**src/tsc_pkg.sv**
```systemverilog
// constants and types for the touch sampling and timing controller
// assumes one 40 MHz clock; all long times run off a 10 us tick
package tsc_pkg;

  // clock and tick
  localparam int CLK_MHZ = 40;
  localparam int TICK_US = 10;
  localparam int TICK_CYCLES = CLK_MHZ * TICK_US;

  // documented times, in their own units, and their tick counts
  localparam int TIME_UNIT_MS = 35;
  localparam int SAMP_LONG_US = 2560;
  localparam int SAMP_SHORT_US = 1280;
  localparam int RECAL_MS = 600;
  localparam logic [15:0] UNIT_TICKS = 16'(TIME_UNIT_MS * 1000 / TICK_US);
  localparam logic [8:0] SAMP_LONG_TICKS = 9'(SAMP_LONG_US / TICK_US);
  localparam logic [8:0] SAMP_SHORT_TICKS = 9'(SAMP_SHORT_US / TICK_US);
  localparam logic [15:0] RECAL_TICKS = 16'(RECAL_MS * 1000 / TICK_US);

  // register offsets
  localparam logic [7:0] ADDR_SENS_EN = 8'h21;
  localparam logic [7:0] ADDR_SENS_CFG = 8'h22;
  localparam logic [7:0] ADDR_HOLD = 8'h23;
  localparam logic [7:0] ADDR_AVG = 8'h24;
  localparam logic [7:0] ADDR_RECAL = 8'h26;
  localparam logic [7:0] ADDR_RPT_EN = 8'h28;
  localparam logic [7:0] ADDR_STATUS = 8'h30;
  localparam logic [7:0] ADDR_MASK = 8'h31;

  // reset values
  localparam logic [7:0] RST_SENS_EN = 8'hFF;
  localparam logic [7:0] RST_SENS_CFG = 8'hA4;
  localparam logic [7:0] RST_HOLD = 8'h07;
  localparam logic [7:0] RST_AVG = 8'h1D;
  localparam logic [7:0] RST_RECAL = 8'hFF;
  localparam logic [7:0] RST_RPT_EN = 8'hFF;
  localparam logic [7:0] RST_MASK = 8'hFF;

  // field positions
  localparam int CODE_LSB = 0;
  localparam int AVG_LSB = 3;
  localparam int SAMP_SEL_BIT = 2;
  localparam int CYC_LSB = 0;

  // sequencer phases
  typedef enum logic {TSC_WAIT, TSC_SAMPLE} tsc_phase_type;

  // whole state of the controller
  typedef struct packed {
    logic [15:0] div;
    logic tick;
    logic [7:0] sens_en;
    logic [7:0] sens_cfg;
    logic [7:0] hold_cfg;
    logic [7:0] avg_cfg;
    logic [7:0] recal;
    logic [7:0] rpt_en;
    logic [7:0] status;
    logic [7:0] mask;
    logic [7:0] rdata;
    tsc_phase_type phase;
    logic [2:0] chan;
    logic [8:0] samp_t;
    logic [7:0] samp_n;
    logic [22:0] acc;
    logic [19:0] cyc;
    logic meas_valid;
    logic [2:0] meas_chan;
    logic [15:0] meas_value;
    logic [7:0] touch_prev;
    logic [7:0] hold;
    logic [7:0] plain;
    logic [7:0] evt;
    logic [7:0][15:0] held;
    logic [7:0][15:0] rptc;
    logic [7:0][15:0] recal_t;
  } tsc_state_type;

endpackage : tsc_pkg

```
**src/tsc_ctrl.sv**
```systemverilog
// touch sampling sequencer, hold classifier and recalibration timer
// assumes touch_detect and sample_value are synchronous to ref_clk and
// that the analog front end converts while sample_active is high
//
// Our own choice: the plain strobed port.
module tsc_ctrl #(
  parameter int TICK_CYCLES = tsc_pkg::TICK_CYCLES
) (
  // clock and reset
  input wire logic ref_clk,
  input wire logic rst,
  // register port
  input wire logic [7:0] reg_addr,
  input wire logic [7:0] reg_wdata,
  input wire logic reg_wr,
  input wire logic reg_rd,
  output logic [7:0] reg_rdata,
  // analog front end
  input wire logic [7:0] touch_detect,
  input wire logic [15:0] sample_value,
  output logic sample_active,
  output logic [2:0] sample_chan,
  output logic low_power,
  // measurement results
  output logic meas_valid,
  output logic [2:0] meas_chan,
  output logic [15:0] meas_value,
  // touch classification
  output logic [7:0] press_hold,
  output logic [7:0] plain_touch,
  output logic [7:0] base_invalid,
  // interrupt
  output logic irq
);

  localparam logic [15:0] TICK_M1 = 16'(TICK_CYCLES - 1);

  tsc_pkg::tsc_state_type r, n;

  // decoded timing values
  logic [15:0] hold_ticks;
  logic [15:0] rpt_ticks;
  logic [19:0] cyc_ticks;
  logic [8:0] samp_ticks;
  logic [7:0] n_samples;
  logic [2:0] avg_code;

  // code to 35 ms multiples, in ticks
  function automatic logic [15:0] tsc_code_ticks(input logic [3:0] code);
    return 16'((32'(code) + 32'd1) * 32'(tsc_pkg::UNIT_TICKS));
  endfunction : tsc_code_ticks

  // lowest enabled channel at or above from; bit 3 says found
  function automatic logic [3:0] tsc_next_en(input logic [7:0] en,
                                             input logic [3:0] from);
    logic [3:0] res;
    res = 4'h0;
    for (int j = 7; j >= 0; j--) begin
      if (en[j] && 4'(j) >= from) begin
        res = {1'b1, 3'(j)};
      end
    end
    return res;
  endfunction : tsc_next_en

  // field decode
  always_comb begin
    hold_ticks = tsc_code_ticks(r.hold_cfg[tsc_pkg::CODE_LSB +: 4]);
    rpt_ticks = tsc_code_ticks(r.sens_cfg[tsc_pkg::CODE_LSB +: 4]);
    cyc_ticks = 20'(tsc_code_ticks({2'b00,
                r.avg_cfg[tsc_pkg::CYC_LSB +: 2]}));
    samp_ticks = r.avg_cfg[tsc_pkg::SAMP_SEL_BIT] ?
                 tsc_pkg::SAMP_SHORT_TICKS : tsc_pkg::SAMP_LONG_TICKS;
    avg_code = r.avg_cfg[tsc_pkg::AVG_LSB +: 3];
    n_samples = 8'h01 << avg_code;
  end

  // next state
  always_comb begin
    logic [7:0] touch_eff;
    logic [7:0] rise;
    logic [7:0] fall;
    logic [7:0] ev_rpt;
    logic [7:0] ev_plain;
    logic [3:0] nx;
    logic [22:0] acc_sum;
    touch_eff = 8'h00;
    rise = 8'h00;
    fall = 8'h00;
    ev_rpt = 8'h00;
    ev_plain = 8'h00;
    nx = 4'h0;
    acc_sum = 23'h000000;
    n = r;

    // tick divider, every slower rate derives from it
    n.tick = 1'b0;
    if (r.div >= TICK_M1) begin
      n.div = 16'h0000;
      n.tick = 1'b1;
    end else begin
      n.div = r.div + 16'h0001;
    end

    // register writes; reserved bits stay zero
    if (reg_wr) begin
      case (reg_addr)
        tsc_pkg::ADDR_SENS_EN: n.sens_en = reg_wdata;
        tsc_pkg::ADDR_SENS_CFG: n.sens_cfg = reg_wdata;
        tsc_pkg::ADDR_HOLD: n.hold_cfg = {4'h0, reg_wdata[3:0]};
        tsc_pkg::ADDR_AVG: n.avg_cfg = {2'b00, reg_wdata[5:0]};
        tsc_pkg::ADDR_RPT_EN: n.rpt_en = reg_wdata;
        tsc_pkg::ADDR_MASK: n.mask = reg_wdata;
        default: ; // recal and status handled below
      endcase
    end

    // read data stands only in the cycle after the strobe
    n.rdata = 8'h00;
    if (reg_rd) begin
      case (reg_addr)
        tsc_pkg::ADDR_SENS_EN: n.rdata = r.sens_en;
        tsc_pkg::ADDR_SENS_CFG: n.rdata = r.sens_cfg;
        tsc_pkg::ADDR_HOLD: n.rdata = r.hold_cfg;
        tsc_pkg::ADDR_AVG: n.rdata = r.avg_cfg;
        tsc_pkg::ADDR_RECAL: n.rdata = r.recal;
        tsc_pkg::ADDR_RPT_EN: n.rdata = r.rpt_en;
        tsc_pkg::ADDR_STATUS: n.rdata = r.status;
        tsc_pkg::ADDR_MASK: n.rdata = r.mask;
        default: n.rdata = 8'h00; // unmapped reads as zero
      endcase
    end

    // a recalibrating sensor sees no press at all
    touch_eff = touch_detect & ~r.recal;
    rise = touch_eff & ~r.touch_prev;
    fall = r.touch_prev & ~touch_eff & ~r.recal;
    n.touch_prev = touch_eff;

    // per channel press timing and classification
    for (int i = 0; i < 8; i++) begin
      if (rise[i]) begin
        n.held[i] = 16'h0000;
        n.rptc[i] = 16'h0000;
        n.hold[i] = 1'b0;
      end else if (touch_eff[i] && r.tick) begin
        // saturate so a very long hold never wraps back to a touch
        if (r.held[i] != 16'hFFFF) begin
          n.held[i] = r.held[i] + 16'h0001;
        end
        if (r.hold[i]) begin
          // repeat interrupt each interval while held
          if (r.rptc[i] >= rpt_ticks - 16'h0001) begin
            n.rptc[i] = 16'h0000;
            ev_rpt[i] = 1'b1;
          end else begin
            n.rptc[i] = r.rptc[i] + 16'h0001;
          end
        end else if (r.rpt_en[i] && r.held[i] >= hold_ticks) begin
          n.hold[i] = 1'b1;
        end
      end
      if (fall[i]) begin
        n.hold[i] = 1'b0;
        // held not beyond threshold: plain touch, release interrupts
        ev_plain[i] = ~r.hold[i];
      end
      if (r.recal[i]) begin
        n.hold[i] = 1'b0;
      end
    end
    n.plain = ev_plain;
    n.evt = rise | ev_rpt | ev_plain;

    // recalibration timers, one per sense input
    for (int i = 0; i < 8; i++) begin
      if (r.recal[i]) begin
        if (touch_detect[i]) begin
          n.recal_t[i] = 16'h0000;
        end else if (r.tick) begin
          if (r.recal_t[i] >= tsc_pkg::RECAL_TICKS - 16'h0001) begin
            n.recal[i] = 1'b0;
            n.recal_t[i] = 16'h0000;
          end else begin
            n.recal_t[i] = r.recal_t[i] + 16'h0001;
          end
        end
      end
    end
    // software may only set request bits, and a set beats the clear
    if (reg_wr && reg_addr == tsc_pkg::ADDR_RECAL) begin
      for (int i = 0; i < 8; i++) begin
        if (reg_wdata[i] && !r.recal[i]) begin
          n.recal_t[i] = 16'h0000;
        end
      end
      n.recal = n.recal | reg_wdata;
    end

    // sticky status, write one to clear, new event wins
    if (reg_wr && reg_addr == tsc_pkg::ADDR_STATUS) begin
      n.status = r.status & ~reg_wdata;
    end
    n.status = n.status | n.evt;

    // cycle timer saturates so a stretched cycle restarts at once
    n.meas_valid = 1'b0;
    if (r.tick && r.cyc != 20'hFFFFF) begin
      n.cyc = r.cyc + 20'h00001;
    end

    // sampling sequencer
    unique case (r.phase)
      tsc_pkg::TSC_WAIT: begin
        // low power for the rest of the cycle
        if (r.cyc >= cyc_ticks) begin
          n.cyc = 20'h00000;
          nx = tsc_next_en(r.sens_en, 4'h0);
          if (nx[3]) begin
            n.phase = tsc_pkg::TSC_SAMPLE;
            n.chan = nx[2:0];
            n.samp_t = 9'h000;
            n.samp_n = 8'h00;
            n.acc = 23'h000000;
          end
        end
      end
      tsc_pkg::TSC_SAMPLE: begin
        if (r.tick) begin
          if (r.samp_t >= samp_ticks - 9'h001) begin
            n.samp_t = 9'h000;
            acc_sum = r.acc + 23'(sample_value);
            if (r.samp_n >= n_samples - 8'h01) begin
              // average by shift then move to the next channel
              n.meas_valid = 1'b1;
              n.meas_chan = r.chan;
              n.meas_value = 16'(acc_sum >> avg_code);
              n.acc = 23'h000000;
              n.samp_n = 8'h00;
              nx = tsc_next_en(r.sens_en, {1'b0, r.chan} + 4'h1);
              if (nx[3]) begin
                n.chan = nx[2:0];
              end else begin
                // an overrun leaves cyc past the period, restart next
                n.phase = tsc_pkg::TSC_WAIT;
              end
            end else begin
              n.acc = acc_sum;
              n.samp_n = r.samp_n + 8'h01;
            end
          end else begin
            n.samp_t = r.samp_t + 9'h001;
          end
        end
      end
    endcase
  end

  // state register; cyc starts saturated so sampling begins at once
  always_ff @(posedge ref_clk) begin
    if (rst) begin
      r <= '0;
      r.sens_en <= tsc_pkg::RST_SENS_EN;
      r.sens_cfg <= tsc_pkg::RST_SENS_CFG;
      r.hold_cfg <= tsc_pkg::RST_HOLD;
      r.avg_cfg <= tsc_pkg::RST_AVG;
      r.recal <= tsc_pkg::RST_RECAL;
      r.rpt_en <= tsc_pkg::RST_RPT_EN;
      r.mask <= tsc_pkg::RST_MASK;
      r.cyc <= 20'hFFFFF;
      r.phase <= tsc_pkg::TSC_WAIT;
    end else begin
      r <= n;
    end
  end

  // outputs, all straight from state
  assign reg_rdata = r.rdata;
  assign sample_active = (r.phase == tsc_pkg::TSC_SAMPLE);
  assign sample_chan = r.chan;
  assign low_power = (r.phase == tsc_pkg::TSC_WAIT);
  assign meas_valid = r.meas_valid;
  assign meas_chan = r.meas_chan;
  assign meas_value = r.meas_value;
  assign press_hold = r.hold;
  assign plain_touch = r.plain;
  assign base_invalid = r.recal;
  assign irq = |(r.status & r.mask);
endmodule : tsc_ctrl

```
**config.mk**
```make
export PLATFORM = sky130hd
export DESIGN_NAME = tsc_ctrl
export DESIGN_NICKNAME = d
export VERILOG_FILES = /design/src/tsc_pkg.sv /design/src/tsc_ctrl.sv
export SDC_FILE = /design/constraint.sdc
export NUM_CORES = 2
export LEC_CHECK = 0
export BUFFER_PORTS_ARGS = -buffer_cell sky130_fd_sc_hd__buf_4
export CAP_MARGIN = 20
export CORE_UTILIZATION = 45
export CTS_BUF_LIST = sky130_fd_sc_hd__clkbuf_4 sky130_fd_sc_hd__clkbuf_8
export DETAILED_ROUTE_END_ITERATION = 7
export GPL_ROUTABILITY_DRIVEN = 0
export HOLD_SLACK_MARGIN = 0.02
export PLACE_DENSITY = 0.65
export SYNTH_ARGS = -nofsm -noshare
export SYNTH_HDL_FRONTEND = slang
export SYNTH_SLANG_ARGS = --single-unit
```
**constraint.sdc**
```tcl
create_clock -name ref_clk -period 7.9 [get_ports ref_clk]
set_input_delay 1.58 -clock ref_clk [delete_from_list [all_inputs] [get_ports ref_clk]]
set_output_delay 1.58 -clock ref_clk [all_outputs]
set_load 0.02 [all_outputs]
```
==> out/qor.yml <==
global_route:
  antenna_found_initial: 2
  grt_pass1_wl_um: 155200
  overflow: 0
  grt_max_degree: 78
  grt_util_all_layers_pct: 23.24
  grt_pass1_vias: 29010
synth:
  synth-seq-cells: 575
  synth.area.top_cells: "dfxtp_1, ha_1, nor2_1, a21oi_1, nand2_1"
  synth_seq_area_share_pct: 31.85
  synth_edf_count: 0
  synth_ff_type: "dfxtp_1"
  syn_inst: 4367
  ys_warn_count: 0
  syn_area_mm2: 0.03614
  synthArstFlopShare_pct: 0
  synth_top_area_share_pct: 31.85
  syn_area_per_cell_um2: 8.275
  synth_top_area_cell: "dfxtp_1"
  synth.distinct_cells: 101
route:
  num_vias: 31350
  drtAntennaViolNets: 0
  vias_per_cell: 5.673
  drt_iter0_drc: 2111
  firstDrtPassIters: 6
  routed_wl_um: 96010
  wl_per_cell_um: 17.37
  drc_errors: 0
critical_path:
  crit_path_max_fanout: 14
  start_kind: "flip-flop"
  path_class: "reg -> reg"
  cp.buffers_inverters: 5
  crit_chain: "inv_1 > ha_1 > inv_1 > ha_1 > inv_1 > fa_1 > inv_1 > ha_1 > a21o_1 > a311o_1 > a211oi_2 > o211ai_1 > xnor2_1 > buf_4 > ha_1 > nand2_1 > a21oi_1 > a211oi_1 > nand3_1 > maj3_2 > maj3_2 > o211a_2 > nor4_1"
  r2r_cells: 23
  max_stage_delay_ns: 0.69
  cp_num_cells: 23
  worstPathArrival_ns: 7.48
  critPathTopFamily: "adder cells"
  cp.required_ns: 8.49
  crit_slowest_cell: "dfxtp_1"
  endpoint_kind: "flip-flop"
sta:
  fin_tns_setup_ns: 0
  clock_skew_ns: 0.05472
  maxSlewViolCount: 0
  tightest_slew_ns: 1.106
  slew_headroom_pct: 26.12
  min_period_over_period_pct: 87.19
  finalHoldViolCount: 0
  setup_viol: 0
  fmax_mhz: 145.2
  rsz0062_at_grt: "no"
  fin_hold_ws_ns: 0.4533
  finalWorstPathRequiredPeriod_ns: 6.888
placement:
  placed_cell_area_mm2: 0.03753
  port-buffer-count: 101
  dp.cells: 5342
  dp.final_hpwl_um: 68040
pwr:
  leakage_uw: 0.01636
  powerDensity_mw_per_mm2: 157.7
  ir_worst_vdd_v: 0.0001524
clocking:
  insertion_delay_ns: 0.72
  cts-hold-fix-buffers: 0
  htreeDepth: 3
  clockBufferDepth: 3
  post_cts_buffers: 0
  clockRootBuffer: "clkbuf_8"
  cts_tree: "done"
  cts.clk_slew.worst_paths_ns: 0.06
  cts_resized: 0
  cts-buffers-inserted: 103
  clock_sinks: 575
layout:
  stdcell_count: 5526
  fillers: 7638
  fin_nets: 4796
  drive_gt1_share_pct: 10.15
  design_area_mm2: 0.03978
  final-seq-area_mm2: 0.01151
  syn_to_final_growth_pct: 10.09
  multi_input_area_mm2: 0.02305
flow_run:
  maxCapViolCount: 0
min_path:
  min_path_cells: 1
  hp-class: "reg -> reg"
floorplanning:
  die-area_mm2: 0.08144
  rows: 103
  ioPinCount: 102
  start_util_pct: 45.60
  die_x_um: 285.4
  die_h_um: 285.4
  coreArea_mm2: 0.07926
outcome:
  status: "finished, final reports clean"
==> cells in the final DEF (no fill, tap or decap), types with 31 or more instances in the layout <==
cell / count
nor2b_1: 47
a311oi_1: 32
nor3_1: 59
nand3_1: 241
o21a_1: 44
nand2b_1: 40
mux2i_1: 31
clkbuf_4: 32
buf_4: 144
and3_1: 141
a21o_1: 52
xor2_1: 146
nand2_1: 364
o21ai_0: 227
xnor2_1: 139
or3_1: 44
clkbuf_8: 127
nor2_1: 500
a211oi_1: 45
a21oi_1: 288
and2_1: 49
ha_1: 336
nor3b_1: 48
nand4_1: 69
inv_1: 137
dfxtp_1: 574
a31oi_1: 40
==> cell type report <==
class | instances | share of cell area (%)
clock inverters | 22 | 0.5409
well taps | 1050 | 3.302
multi-input cells | 3429 | 57.94
clock buffers | 159 | 4.997
inverters | 140 | 1.321
repair buffers | 150 | 2.950
flip-flops and latches | 575 | 28.94
diodes | 1 | 0.006290
==> worst paths after layout <==
check / start / end / slack, ns
setup / recovery: r[556]$_SDFFE_PP0P_ / r[228]$_SDFFE_PP0P_ / 1.01
hold / removal: r[573]$_SDFF_PP0_ / r[573]$_SDFF_PP0_ / 0.45
setup reg to reg: r[556]$_SDFFE_PP0P_ / r[228]$_SDFFE_PP0P_ / 1.01
hold reg to reg: r[573]$_SDFF_PP0_ / r[573]$_SDFF_PP0_ / 0.45
==> flip-flops by register name (all words and copies together) (netlist names) <==
signal,flops
avg_code,3
sample_chan,3
press_hold,8
r,516
plain_touch,8
meas_value,16
base_invalid,8
meas_valid,1
reg_rdata,8
meas_chan,3
sample_active,1
==> routing by layer <==
layer | global-route usage, % | vias up | share of wire [%]
li1 | - | 15720 | -
met4 | 6.029 | 2 | 1.9
met1 | 32.47 | 14800 | 48
met2 | 36.91 | 707 | 44
met3 | 3.904 | 116 | 6.3
met5 | 0 | - | 0.015
==> where the power goes <==
| part | leakage, µW | total [µW] | internal [µW] | switching [µW] |
|---|---|---|---|---|
| Clock | 0.00117 | 2990 | 1690 | 1300 |
| Sequential | 0.00464 | 2940 | 2920 | 19.7 |
| Combinational | 0.0105 | 345 | 122 | 224 |
| Total | 0.0164 | 6270 | 4730 | 1540 |
==> stage by stage <==
step           worst slack (ns)  total power [µW]  utilization, %
6_report                  1.012              6274           50.20
5_1_grt                  0.5876              6530           50.20
4_1_cts                  0.9880              6345           50.13
3_5_place_dp              1.013              3340           47.35
3_3_place_gp              1.172              3334           47.30
2_1_floorplan             1.888              3226               -
==> cells in the mapped netlist (all sizes together), types with 13 or more instances <==
cell type and instances:
xor2 146, a211oi 48, inv 138, and3 141, nor3 71, nor2 500, nand4 69, or3 45
nor2b 47, a311oi 34, nand2b 40, nand3b 24, mux2i 31, maj3 16, o21ai 245, nand2 364
clkbuf 146, a211o 18, and2 50, ha 336, a21boi 13, a31oi 40, and4 24, dfxtp 575
nor4 31, o211ai 17, nand3 241, or2 14, xnor2 144, a21oi 290, buf 83, a21o 52
fa 17, o21a 44, nor3b 48
==> logic make-up (layout without fill, tap and decap cells) <==
group	count (synthesis)	in the layout	synth area share, %
xor+xnor	291	291	7.188
other cells	2	9	0.02078
flops	575	575	31.85
buf+inv	369	471	4.567
simple gates	1737	1737	23.97
fa+ha+maj	369	369	13.05
compound gates	974	974	17.65
mux	50	50	1.700
Power figures use the tool's default switching activity.
